==> config.mk <==
export PLATFORM = sky130hd
export DESIGN_NAME = dpm_debug_port
export DESIGN_NICKNAME = d
export VERILOG_FILES = /design/src/core/dpm_debug_port.v
export VERILOG_INCLUDE_DIRS = /design/src /design/src/core
export SDC_FILE = /design/constraint.sdc
export NUM_CORES = 1
export LEC_CHECK = 0
export BUFFER_PORTS_ARGS = -buffer_cell sky130_fd_sc_hd__buf_2
export CAP_MARGIN = 15
export CORE_MARGIN = 10
export CORE_UTILIZATION = 45
export DETAILED_ROUTE_END_ITERATION = 8
export PLACE_DENSITY = 0.76
export SLEW_MARGIN = 15
export SYNTH_ARGS = -nofsm -noshare
export SYNTH_HDL_FRONTEND = slang
export SYNTH_SLANG_ARGS = --single-unit
==> constraint.sdc <==
create_clock -name pclk -period 3.74 [get_ports pclk]
set_clock_uncertainty 0.15 [all_clocks]
set_input_delay 0.187 -clock pclk [delete_from_list [all_inputs] [get_ports pclk]]
set_output_delay 0.187 -clock pclk [all_outputs]
set_load 0.1 [all_outputs]
==> src/core/dpm_consts.vh <==
// Constants for the debug port mode switch block
`ifndef DPM_CONSTS_VH
`define DPM_CONSTS_VH

// Register byte offsets on the peripheral bus
`define DPM_OFF_AFSEL      12'h000
`define DPM_OFF_DEN        12'h004
`define DPM_OFF_PUR        12'h008
`define DPM_OFF_LOCK       12'h00c
`define DPM_OFF_COMMIT     12'h010
`define DPM_OFF_STATUS     12'h014

// Pin bit positions inside the five-bit pin fields
`define DPM_PIN_TCK        0
`define DPM_PIN_TMS        1
`define DPM_PIN_TDI        2
`define DPM_PIN_TDO        3
`define DPM_PIN_TRST       4

// Reset values of the pin configuration fields, and the protection mask
`define DPM_AFSEL_RST      5'h1f
`define DPM_DEN_RST        5'h1f
`define DPM_PUR_RST        5'h1f
`define DPM_COMMIT_RST     5'h00
`define DPM_PROT_MASK      5'h1f

// Instruction codes
`define DPM_IR_EXTEST      4'h0
`define DPM_IR_INTEST      4'h1
`define DPM_IR_IDCODE      4'he
`define DPM_IR_BYPASS      4'hf
`define DPM_IR_CAPTURE     4'h1

// Mode switch patterns, run lengths counted in test clock edges, and the recovery switch count
`define DPM_PAT_TO_SWD     16'he79e
`define DPM_PAT_TO_JTAG    16'he73c
`define DPM_RUN_MIN        6'h32
`define DPM_PAT_LAST       5'h0f
`define DPM_RECOVER_COUNT  4'ha

`endif

==> src/core/dpm_debug_port.v <==
// Debug port: test access controller, shift chains, mode switch, recovery and pin configuration
// Notes on behaviour
// - Capture state loads the selected chain; shift states move it out TDO, in TDI.
// - Update state copies the shifted bits into the chain's parallel holding register.
// - After power-on or external reset the five debug pins default to debug function.
// - Writing zeros to the pins' alternate-function bits releases them to general I/O.
// - Protected alternate-function writes land only when unlocked and commit bit is one.
// - Ten alternating switch sequences under held external reset request a flash mass erase.
// - The fixed idle/select/reset state path from reset enables serial-wire, disables boundary-test.
// - Fifty ones reset both sides; in serial-wire mode they give a line reset.
// - In boundary-test mode five trailing ones leave the controller in Test-Logic-Reset.
// - Released pins other than TDI carry debug traffic again only after their select bits are set.
// - Instruction and data chains are reached only serially, never over the bus.
// - Five ones drive Test-Logic-Reset; the next rise spent there loads the identification instruction.
`timescale 1ns/1ps
`include "dpm_consts.vh"

module dpm_debug_port
#(
	parameter [31:0] IDCODE_VALUE = 32'h0000_1001, // Arbitrary identification value
	parameter [31:0] LOCK_KEY     = 32'h6b1d_52a7  // Arbitrary unlock key
)
(
	input  wire        pclk,
	input  wire        presetn,
	input  wire [11:0] paddr,
	input  wire        psel,
	input  wire        penable,
	input  wire        pwrite,
	input  wire [31:0] pwdata,
	output wire [31:0] prdata,
	output wire        pready,
	output wire        pslverr,
	input  wire        ext_rst_n,
	input  wire        tck,
	input  wire        tms,
	input  wire        tdi,
	input  wire        trst_n,
	output wire        tdo,
	output wire        tdo_oe,
	input  wire [31:0] dr_capture_data,
	output wire [31:0] dr_update_data,
	output wire        dr_update_strobe,
	output wire [3:0]  ir_current,
	output wire        swd_mode,
	output wire        swd_line_reset,
	output wire        mass_erase_req,
	output wire [4:0]  pin_digital_enable,
	output wire [4:0]  pin_pullup_enable,
	output wire [4:0]  pin_alternate_function_select
);

	// One-hot controller states
	localparam [15:0] S_TLR  = 16'h0001;
	localparam [15:0] S_RTI  = 16'h0002;
	localparam [15:0] S_SDR  = 16'h0004;
	localparam [15:0] S_CDR  = 16'h0008;
	localparam [15:0] S_SHDR = 16'h0010;
	localparam [15:0] S_E1DR = 16'h0020;
	localparam [15:0] S_PDR  = 16'h0040;
	localparam [15:0] S_E2DR = 16'h0080;
	localparam [15:0] S_UDR  = 16'h0100;
	localparam [15:0] S_SIR  = 16'h0200;
	localparam [15:0] S_CIR  = 16'h0400;
	localparam [15:0] S_SHIR = 16'h0800;
	localparam [15:0] S_E1IR = 16'h1000;
	localparam [15:0] S_PIR  = 16'h2000;
	localparam [15:0] S_E2IR = 16'h4000;
	localparam [15:0] S_UIR  = 16'h8000;

	// Chain kinds selected by the instruction
	localparam [1:0] K_BYP  = 2'h0;
	localparam [1:0] K_ID   = 2'h1;
	localparam [1:0] K_DATA = 2'h2;
	localparam [1:0] K_HOLD = 2'h3;

	reg  [4:0]  sync1_reg;
	reg  [4:0]  sync2_reg;
	reg         tck_prev_reg;
	reg         ext_prev_reg;
	reg  [4:0]  afsel_reg;
	reg  [4:0]  den_reg;
	reg  [4:0]  pur_reg;
	reg  [4:0]  commit_reg;
	reg         locked_reg;
	reg  [31:0] prdata_reg;
	reg  [5:0]  run_reg;
	reg  [4:0]  coll_reg;
	reg  [15:0] pat_reg;
	reg         long_reg;
	reg         swd_reg;
	reg         line_rst_reg;
	reg  [3:0]  rec_cnt_reg;
	reg         erase_reg;
	reg  [15:0] tap_reg;
	reg  [15:0] tap_next;
	reg  [3:0]  ir_shift_reg;
	reg  [3:0]  ir_reg;
	reg         byp_reg;
	reg  [31:0] dr_shift_reg;
	reg  [31:0] dr_upd_reg;
	reg         dr_stb_reg;
	reg         tdo_reg;
	reg         tdo_oe_reg;
	reg  [31:0] rd_mux;
	reg         rd_hit;

	wire        tck_s;
	wire        tms_s;
	wire        tdi_s;
	wire        link_en;
	wire        tck_rise;
	wire        tck_fall;
	wire        trst_act;
	wire        ext_act;
	wire [15:0] pat_next;
	wire        pat_done;
	wire        hit_swd;
	wire        hit_jtag;
	wire        rec_hit;
	wire [1:0]  kind;
	wire        wr_en;
	wire [4:0]  afsel_wmask;

	// Chain selection decode, used by capture, shift, update and output
	function [1:0] dpm_kind;
		input [3:0] ir;
		begin
			case (ir)
				`DPM_IR_IDCODE: dpm_kind = K_ID;
				`DPM_IR_EXTEST: dpm_kind = K_HOLD;
				`DPM_IR_INTEST: dpm_kind = K_HOLD;
				4'h2, 4'h8, 4'ha, 4'hb: dpm_kind = K_DATA;
				default: dpm_kind = K_BYP;
			endcase
		end
	endfunction

	// Two-flop synchronisers for the pins: tck, tms, tdi, trst_n, ext_rst_n
	always @(posedge pclk or negedge presetn)
	begin
		if (!presetn)
		begin
			sync1_reg <= 5'h1f;
			sync2_reg <= 5'h1f;
		end
		else
		begin
			sync1_reg <= {ext_rst_n, trst_n, tdi, tms, tck};
			sync2_reg <= sync1_reg;
		end
	end

	assign tck_s    = sync2_reg[0];
	assign tms_s    = sync2_reg[1];
	assign tdi_s    = sync2_reg[2];
	// With the clock or mode-select pin released the probe is unheard until their select bits return
	assign link_en  = afsel_reg[`DPM_PIN_TCK] & afsel_reg[`DPM_PIN_TMS];
	assign tck_rise = link_en & tck_s & ~tck_prev_reg;
	assign tck_fall = link_en & ~tck_s & tck_prev_reg;
	assign trst_act = ~sync2_reg[3] & afsel_reg[`DPM_PIN_TRST];
	assign ext_act  = ~sync2_reg[4];

	// Edge history of the test clock and the external reset
	always @(posedge pclk or negedge presetn)
	begin
		if (!presetn)
		begin
			tck_prev_reg <= 1'b1;
			ext_prev_reg <= 1'b0;
		end
		else
		begin
			tck_prev_reg <= tck_s;
			ext_prev_reg <= ext_act;
		end
	end

	// Controller next state
	always @*
	begin
		case (tap_reg)
			S_TLR:  tap_next = tms_s ? S_TLR  : S_RTI;
			S_RTI:  tap_next = tms_s ? S_SDR  : S_RTI;
			S_SDR:  tap_next = tms_s ? S_SIR  : S_CDR;
			S_CDR:  tap_next = tms_s ? S_E1DR : S_SHDR;
			S_SHDR: tap_next = tms_s ? S_E1DR : S_SHDR;
			S_E1DR: tap_next = tms_s ? S_UDR  : S_PDR;
			S_PDR:  tap_next = tms_s ? S_E2DR : S_PDR;
			S_E2DR: tap_next = tms_s ? S_UDR  : S_SHDR;
			S_UDR:  tap_next = tms_s ? S_SDR  : S_RTI;
			S_SIR:  tap_next = tms_s ? S_TLR  : S_CIR;
			S_CIR:  tap_next = tms_s ? S_E1IR : S_SHIR;
			S_SHIR: tap_next = tms_s ? S_E1IR : S_SHIR;
			S_E1IR: tap_next = tms_s ? S_UIR  : S_PIR;
			S_PIR:  tap_next = tms_s ? S_E2IR : S_PIR;
			S_E2IR: tap_next = tms_s ? S_UIR  : S_SHIR;
			S_UIR:  tap_next = tms_s ? S_SDR  : S_RTI;
			default: tap_next = S_TLR;
		endcase
	end

	assign kind = dpm_kind(ir_reg);

	// Controller state, instruction and data chains, stepped on test clock rises
	always @(posedge pclk or negedge presetn)
	begin
		if (!presetn)
		begin
			tap_reg      <= S_TLR;
			ir_shift_reg <= `DPM_IR_IDCODE;
			ir_reg       <= `DPM_IR_IDCODE;
			byp_reg      <= 1'b0;
			dr_shift_reg <= 32'h0000_0000;
			dr_upd_reg   <= 32'h0000_0000;
			dr_stb_reg   <= 1'b0;
		end
		else
		begin
			dr_stb_reg <= 1'b0;
			if (trst_act || swd_reg)
			begin
				tap_reg <= S_TLR;
				ir_reg  <= `DPM_IR_IDCODE;
			end
			else if (tck_rise)
			begin
				tap_reg <= tap_next;
				case (tap_reg)
					S_TLR:  ir_reg <= `DPM_IR_IDCODE;
					S_CIR:  ir_shift_reg <= `DPM_IR_CAPTURE;
					S_SHIR: ir_shift_reg <= {tdi_s, ir_shift_reg[3:1]};
					S_UIR:  ir_reg <= ir_shift_reg;
					S_CDR:
					begin
						byp_reg <= 1'b0;
						if (kind == K_ID)
							dr_shift_reg <= IDCODE_VALUE;
						else if (kind == K_DATA)
							dr_shift_reg <= dr_capture_data;
					end
					S_SHDR:
					begin
						byp_reg <= tdi_s;
						if (kind == K_ID || kind == K_DATA)
							dr_shift_reg <= {tdi_s, dr_shift_reg[31:1]};
					end
					S_UDR:
					begin
						if (kind == K_DATA)
						begin
							dr_upd_reg <= dr_shift_reg;
							dr_stb_reg <= 1'b1;
						end
					end
					default: ;
				endcase
			end
		end
	end

	// Output data changes on the falling test clock; driven only while shifting
	always @(posedge pclk or negedge presetn)
	begin
		if (!presetn)
		begin
			tdo_reg    <= 1'b1;
			tdo_oe_reg <= 1'b0;
		end
		else if (tck_fall || swd_reg || trst_act)
		begin
			if (tap_reg == S_SHIR)
				tdo_reg <= ir_shift_reg[0];
			else if (tap_reg == S_SHDR)
				tdo_reg <= (kind == K_ID || kind == K_DATA) ? dr_shift_reg[0] : byp_reg;
			tdo_oe_reg <= (tap_reg == S_SHIR || tap_reg == S_SHDR) && !swd_reg && !trst_act;
		end
	end

	// Mode switch detector: 16 bits, LSB first, after a run of ones
	assign pat_next = {tms_s, pat_reg[15:1]};
	assign pat_done = tck_rise && (coll_reg == `DPM_PAT_LAST);
	assign hit_swd  = pat_done && (pat_next == `DPM_PAT_TO_SWD);
	assign hit_jtag = pat_done && long_reg && (pat_next == `DPM_PAT_TO_JTAG);
	assign rec_hit  = rec_cnt_reg[0] ? hit_jtag : hit_swd;

	always @(posedge pclk or negedge presetn)
	begin
		if (!presetn)
		begin
			run_reg      <= 6'h00;
			coll_reg     <= 5'h00;
			pat_reg      <= 16'h0000;
			long_reg     <= 1'b0;
			swd_reg      <= 1'b0;
			line_rst_reg <= 1'b0;
		end
		else
		begin
			line_rst_reg <= 1'b0;
			if (tck_rise)
			begin
				// Saturating count of consecutive ones
				if (!tms_s)
					run_reg <= 6'h00;
				else if (run_reg != `DPM_RUN_MIN)
				begin
					run_reg <= run_reg + 6'h01;
					if (swd_reg && run_reg == `DPM_RUN_MIN - 6'h01)
						line_rst_reg <= 1'b1;
				end
				if (coll_reg != 5'h00)
				begin
					pat_reg  <= pat_next;
					coll_reg <= pat_done ? 5'h00 : coll_reg + 5'h01;
				end
				else if (!tms_s && (run_reg == `DPM_RUN_MIN || (!swd_reg && tap_reg == S_TLR)))
				begin
					pat_reg  <= pat_next;
					coll_reg <= 5'h01;
					long_reg <= (run_reg == `DPM_RUN_MIN);
				end
			end
			if (hit_swd)
				swd_reg <= 1'b1;
			else if (hit_jtag)
				swd_reg <= 1'b0;
		end
	end

	// Recovery: count alternating switches while external reset is held
	always @(posedge pclk or negedge presetn)
	begin
		if (!presetn)
		begin
			rec_cnt_reg <= 4'h0;
			erase_reg   <= 1'b0;
		end
		else
		begin
			erase_reg <= ext_prev_reg && !ext_act && (rec_cnt_reg == `DPM_RECOVER_COUNT);
			if (!ext_act)
				rec_cnt_reg <= 4'h0;
			else if (rec_hit && rec_cnt_reg != `DPM_RECOVER_COUNT)
				rec_cnt_reg <= rec_cnt_reg + 4'h1;
		end
	end

	// Bus write path; protected bits need unlock and commit
	assign wr_en       = psel && penable && pwrite;
	assign afsel_wmask = ~`DPM_PROT_MASK | (commit_reg & {5{~locked_reg}});

	always @(posedge pclk or negedge presetn)
	begin
		if (!presetn)
		begin
			afsel_reg  <= `DPM_AFSEL_RST;
			den_reg    <= `DPM_DEN_RST;
			pur_reg    <= `DPM_PUR_RST;
			commit_reg <= `DPM_COMMIT_RST;
			locked_reg <= 1'b1;
		end
		else if (ext_act)
		begin
			afsel_reg  <= `DPM_AFSEL_RST;
			den_reg    <= `DPM_DEN_RST;
			pur_reg    <= `DPM_PUR_RST;
			commit_reg <= `DPM_COMMIT_RST;
			locked_reg <= 1'b1;
		end
		else if (wr_en)
		begin
			case (paddr)
				`DPM_OFF_AFSEL:  afsel_reg <= (afsel_reg & ~afsel_wmask) | (pwdata[4:0] & afsel_wmask);
				`DPM_OFF_DEN:    den_reg <= pwdata[4:0];
				`DPM_OFF_PUR:    pur_reg <= pwdata[4:0];
				`DPM_OFF_LOCK:   locked_reg <= (pwdata != LOCK_KEY);
				`DPM_OFF_COMMIT:
				begin
					if (!locked_reg)
						commit_reg <= pwdata[4:0];
				end
				default: ;
			endcase
		end
	end

	// Read decode; chains and instruction stay off the bus
	always @*
	begin
		rd_hit = 1'b1;
		case (paddr)
			`DPM_OFF_AFSEL:  rd_mux = {27'h0, afsel_reg};
			`DPM_OFF_DEN:    rd_mux = {27'h0, den_reg};
			`DPM_OFF_PUR:    rd_mux = {27'h0, pur_reg};
			`DPM_OFF_LOCK:   rd_mux = {31'h0, locked_reg};
			`DPM_OFF_COMMIT: rd_mux = {27'h0, commit_reg};
			`DPM_OFF_STATUS: rd_mux = {tap_reg, 11'h0, rec_cnt_reg, swd_reg};
			default:
			begin
				rd_mux = 32'h0000_0000;
				rd_hit = 1'b0;
			end
		endcase
	end

	// Read data captured in the setup cycle
	always @(posedge pclk or negedge presetn)
	begin
		if (!presetn)
			prdata_reg <= 32'h0000_0000;
		else if (psel && !penable)
			prdata_reg <= pwrite ? 32'h0000_0000 : rd_mux;
	end

	// Outputs
	assign prdata                        = prdata_reg;
	assign pready                        = 1'b1;
	assign pslverr                       = psel && penable && !rd_hit;
	assign tdo                           = tdo_reg;
	assign tdo_oe                        = tdo_oe_reg & afsel_reg[`DPM_PIN_TDO];
	assign dr_update_data                = dr_upd_reg;
	assign dr_update_strobe              = dr_stb_reg;
	assign ir_current                    = ir_reg;
	assign swd_mode                      = swd_reg;
	assign swd_line_reset                = line_rst_reg;
	assign mass_erase_req                = erase_reg;
	assign pin_digital_enable            = den_reg;
	assign pin_pullup_enable             = pur_reg;
	assign pin_alternate_function_select = afsel_reg;

endmodule

# [Yosys cells after proc, flatten, opt, wreduce, memory -nomap -nowiden]
# Cells that the tools add are included.
[op_classes] add_sub_neg=3 n_eq_ne=48 n_mux=67 bitwise=19 n_reduce_logical=58
[op_table] op="case mux 16 bit (12 select lines)" n=1
[op_table] op="case mux 32 bit (6 select lines)" n=1
[op_table] op="2-to-1 mux 32 bit" n=4
[op_table] op="2-to-1 mux 16 bit" n=6
[op_table] op="2-to-1 mux 5 bit" n=16
[op_table] op="case mux 32 bit (2 select lines)" n=1
[op_table] op="equality test 16 bit, second input constant" n=3
[op_table] op="!= test 32 x 31 -> 1 bit, second input constant" n=1
[op_table] op="equality test 12 x 4 -> 1 bit, second input constant" n=2
[op_table] op="equality test 12 x 5 -> 1 bit, second input constant" n=2
[op_table] op="equality test 4 bit, second input constant" n=5
[op_table] op="2-to-1 mux 1 bit" n=18
[op_table] op="2-to-1 mux 6 bit" n=3
[op_table] op="2-to-1 mux 9 bit" n=2
[op_table] op="equality test 16 x 1 -> 1 bit, second input constant" n=1
[op_table] op="equality test 16 x 10 -> 1 bit, second input constant" n=1
[op_table] op="equality test 16 x 11 -> 1 bit, second input constant" n=1
[op_table] op="equality test 16 x 12 -> 1 bit, second input constant" n=1
[op_table] op="equality test 16 x 13 -> 1 bit, second input constant" n=1
[op_table] op="equality test 16 x 14 -> 1 bit, second input constant" n=1
[op_table] op="equality test 16 x 15 -> 1 bit, second input constant" n=1
[op_table] op="equality test 16 x 2 -> 1 bit, second input constant" n=1
[op_table] op="equality test 16 x 3 -> 1 bit, second input constant" n=1
[op_table] op="equality test 16 x 4 -> 1 bit, second input constant" n=1
[op_table] op="other kinds (52)" n=120
[totals] ff_bits=192 in_bits=86 out_inout_bits=91

# [Logic depth before layout (Yosys ltp)]
[depth] word_depth=10 mapped_depth=9

# [Worst setup path after synthesis]
# Ideal clock, no wire load.
[synth_path] path_type="reg-to-reg" startpoint="register ir_reg[0], in the netlist ir_current[0]" endpoint="register dr_shift_reg[21]" setup_ns=0.125 arrival_time_ns=2.822 t_required_ns=3.465 setup_slack_ns=0.643 stages_incl_launch_ff=7 synth_period_minus_slack_ns=3.097 cell_sequence="dfrtp_1 nand4b_1 o31a_1 ha_1 nor4_1 clkbuf_1 mux2_2"
[synth_between] elab_chain_len=7 elab_cells_between_ends=18 cone_classes="eq/ne: 10; mux: 3; reduce/logical: 5"
[synth_rtl] element="start: declaration" line_no="dpm_debug_port.v:98" text="reg [3:0] ir_reg;"
[synth_rtl] element="start signal: assignment" line_no="dpm_debug_port.v:212" text="ir_reg <= `DPM_IR_IDCODE;"
[synth_rtl] element="start signal: assignment" line_no="dpm_debug_port.v:224" text="ir_reg <= `DPM_IR_IDCODE;"
[synth_rtl] element="start signal: assignment" line_no="dpm_debug_port.v:230" text="S_TLR: ir_reg <= `DPM_IR_IDCODE;"
[synth_rtl] element="equality test 4 x 2 -> 1 bit, or another cell as far along" line_no="dpm_debug_port.v:129" text="case (ir)"
[synth_rtl] element="OR reduction 4 bit / OR reduction 2 bit (equally long branches)"
[synth_rtl] element="case mux 2 bit (3 select lines) (*)" line_no="dpm_debug_port.v:129"
[synth_rtl] element="equality test 2 x 1 -> 1 bit / equality test 2 bit (equally long branches)" line_no="dpm_debug_port.v:237, dpm_debug_port.v:245, dpm_debug_port.v:239"
[synth_rtl] element="logical OR 1 bit" line_no="dpm_debug_port.v:245" text="if (kind == K_ID || kind == K_DATA)"
[synth_rtl] element="!= test 2 bit (no line)"
[synth_rtl] element="AND reduction 5 bit (no line)"
[synth_rtl] element="end signal: assignment" line_no="dpm_debug_port.v:240" text="dr_shift_reg <= dr_capture_data;"
[synth_rtl] element="end signal: assignment" line_no="dpm_debug_port.v:246" text="dr_shift_reg <= {tdi_s, dr_shift_reg[31:1]};"
[synth_rtl] element="end: declaration" line_no="dpm_debug_port.v:100" text="reg [31:0] dr_shift_reg;"
# Mark *: on every way between the ends. The rest lies on a longest branch, timed or not.
# A chain may end at the register's enable or synchronous reset.

# [Final worst setup path]
[layout_path] startpoint="register tap_reg[12]" endpoint="register dr_shift_reg[9]"
[layout_between] elab_chain_len=3 elab_cells_between_ends=7 cone_classes="eq/ne: 4; mux: 1; reduce/logical: 2"
[layout_rtl] element="start: declaration" line_no="dpm_debug_port.v:95" text="reg [15:0] tap_reg;"
[layout_rtl] element="start signal: assignment" line_no="dpm_debug_port.v:228" text="tap_reg <= tap_next;"
[layout_rtl] element="equality test 16 x 4 -> 1 bit / equality test 16 x 5 -> 1 bit (equally long branches)" line_no="dpm_debug_port.v:229" text="case (tap_reg)"
[layout_rtl] element="!= test 3 bit (no line), or another cell as far along"
[layout_rtl] element="AND reduction 5 bit (no line)"
# Several ways; a longest one is shown, not always the timed one.

==> metrics list <==
* Status: finished, final reports clean
- In this run, CTS created clock tree buffers numbering 17.
- Counting flops with a built-in enable in the synthesized netlist gives 0.
- Clock power frac: 42.5%
* Netlist area before placement: 8840 sq um
- Post-synthesis instance total: 782
* Vias/cell: 5.42
- Entering global routing, the biggest net connects 83 pins.
- Maximum clock frequency: 323 MHz
* Number of endpoints with negative hold slack in the final report: 0
- Proportion of synthesized flip-flops having asynchronous set or reset: 100%
- Once routing completed, OpenROAD measured the worst setup slack at 648 ps.
- Share of synthesized area occupied by flip-flops and latches: 51.4%
* Area fraction of the dominant cell type after synthesis: 41.0%
- The worst setup path is captured at a flip-flop.
- Adding up every negative setup slack in the final design gives 0 ps.
* Post-Syn Area per Cell: 11.3 sq um
- Number of placement rows: 51
- Number of global-route vias before repair: 6853
- Clock tree synthesis found a total of 180 sinks.
- The worst hold path belongs to the class input port to flip-flop.
* Internal Power: 3.35 mW
* Post-DP HPWL: 15300 um
- Post-CTS timing repair inserted 0 buffers for setup.
* H-tree levels: 4
* Kind of start point of the critical path: flip-flop
- The die covers 25700 sq um.
- Final critical-path required period: 3090 ps
* Buffer cell driving the clock tree root: clkbuf_16
* DRC violation total after the first TritonRoute iteration: 380
* # Max-Cap Violations: 0
- DP Worst Slack: 679 ps
- Max-slew violation total from the final report: 0
- In the finished design, the share of the clock period the worst path needs comes to 82.7%.
- Number of antenna violations at the first check in global routing: 0
- Setup repair after global routing left no endpoint under its margin.
* Synth Register Bits: 180
- Synth Warn #: 0
* Cell Pwr Density: 420 nW/um^2
* Port Buf Inserts: 164
* Final Setup Violations: 0
* Antenna-violating nets left: 0
- Post-synth top flop: dfrtp_1
- Number of antenna repair diodes: 0
* Placeable core region: 19400 sq um
* Max IR drop VDD: 0.371 mV
* Gr usage total: 16.6%
* Area grow syn2layout: 20.1%
* Crit path DAT: 3260 ps
- Overall overflow remaining after global route: 0
* Width of the die: 160 um
- The later pin in the worst-skew pair is clocked with a latency of 430 ps.
- For the worst setup path, the data required time is 3910 ps.
- In the post-synthesis netlist, the biggest area contributors are dfrtp_1, mux2_2, dfstp_2, mux2i_1, a22o_1.
- Y dimension of the die: 160 um
- In this run, the combinational gates consume 9.0% of the power.
- Initial Util: 45.6%
- The final route contains 6618 vias.
- After detailed routing, the average wire length per cell comes to 17.5 um.
- For this run, the detailed router's first-pass iteration total came to 6.
- Yosys cell types: 61
* CTS clk-pin slew, worst paths: 70 ps
- During I/O placement, the number of pins put on the boundary was 177.
- In the synthesized netlist, the cells that appear most often are dfrtp_1, mux2_2, nand2_1.
- Of all nets on the critical path, the largest fanout is 36.
- Wire length of the first global-routing pass: 35300 um
- Sequential cells burn 48.4% of the power.
- Final nets: 1039
* Routed wire length: 21400 um
- The post-route netlist has 37.0% of its cells at a drive strength greater than 1.
- Leakage: 5.01 nW
- Net switching power: 1.11 mW
- The layout has 1694 filler cells.
* Actual slew at the worst max-slew pin: 1020 ps
* Largest area contributor in the synthesized netlist: dfrtp_1
- Most frequent cell after synthesis: dfrtp_1
- At the end of routability-driven placement, the weighted congestion stood at 0.906.
- Net switching is 24.9% of the power.
- Worst-case headroom to the max-slew limit: 31.7%
* TritonCTS clock tree: built
* Crit path kind: flip-flop to flip-flop
* Final design utilization: 54.8%
- Counting along the longest clock path gives a buffer depth of 2.
* DRC errors left: 0
## layout make-up
class	instances	area, sq um	area share, %
Inverter	21	78.8	0.742
Tap cell	265	332	3.12
Timing Repair Buffer	188	1060	10.0
Sequential cell	180	4550	42.8
Multi-Input combinational cell	536	3970	37.4
Clock inverter	15	204	1.92
Clock buffer	17	425	4.00
## per-layer routing
layer / vias to the layer above / share of wire [%] / track usage [%]
met2: 204 / 48 / 26.1
met4: 0 / 0.96 / 4.63
met5: - / 0 / 0
met1: 3255 / 44 / 21.5
met3: 19 / 7.1 / 5.50
li1: 3140 / - / -
## cells in the final DEF (no fill, tap or decap), types with 24 or more instances in the layout
master	synthesis	final
nor2b_1	33	33
buf_2	6	163
a22o_1	27	27
nand2_1	47	47
nor2_1	43	43
dfrtp_1	145	145
mux2_2	99	99
o21ai_0	28	28
mux2i_1	31	31
a21oi_1	24	24
dfstp_2	35	35
## what timing repair did
item | CTS | global route
hold endpoints to repair | 88 | 0
hold buffers | 13 | 0
resized for setup | 0 | 0
## worst paths after layout
path / endpoint / slack (ps) / cells past startpoint / startpoint
setup / recovery: dr_shift_reg[9] / 650 / 6 / tap_reg[12]
hold / removal: locked_reg / 10 / 4 / pwdata[16]
setup reg to reg: dr_shift_reg[9] / 650 / 6 / tap_reg[12]
hold reg to reg: sync2_reg[0] / 210 / 0 / sync1_reg[0]
max in group asynchronous: dr_update_data[18] / 2260 / 3 / presetn
min in group asynchronous: prdata[2] / 200 / 2 / presetn
## power by group through the flow
stage          combinational, mW  clock (mW)  sequential (mW)
6_report                   0.404        1.90             2.16
5_1_grt                    0.448        2.03             2.18
4_1_cts                    0.408        1.94             2.16
3_5_place_dp               0.395           0             2.19
3_3_place_gp               0.386           0             2.19
2_1_floorplan              0.283           0             2.15
## worst max-delay path, stage by stage, from the launching register on
cell	delay (ps)
dfrtp_1	490
or4_4	630
or4_4	580
nor3_4	220
buf_12	240
mux2_2	370
mux2_2	260
## through the flow
| stage | hold slack [ps] | total power, mW | instances | area [sq um] |
|---|---|---|---|---|
| 2_1_floorplan | -259 | 2.44 | 792 | 8880 |
| 3_3_place_gp | 133 | 2.57 | 1177 | 9860 |
| 3_5_place_dp | 134 | 2.59 | 1177 | 9860 |
| 4_1_cts | 5.37 | 4.50 | 1222 | 10600 |
| 5_1_grt | 6.07 | 4.66 | 1222 | 10600 |
| 6_report | 10.3 | 4.46 | 1222 | 10600 |
## cells by family after synthesis
group / Yosys count / synth area share, %
compound gates: 123 / 9.32
simple gates: 248 / 15.9
flops: 180 / 51.4
fa+ha+maj: 9 / 1.27
buf+inv: 76 / 4.24
other cells: 2 / 0.0849
xor+xnor: 7 / 0.693
mux: 137 / 17.1
(Power assumes the default switching activity.)
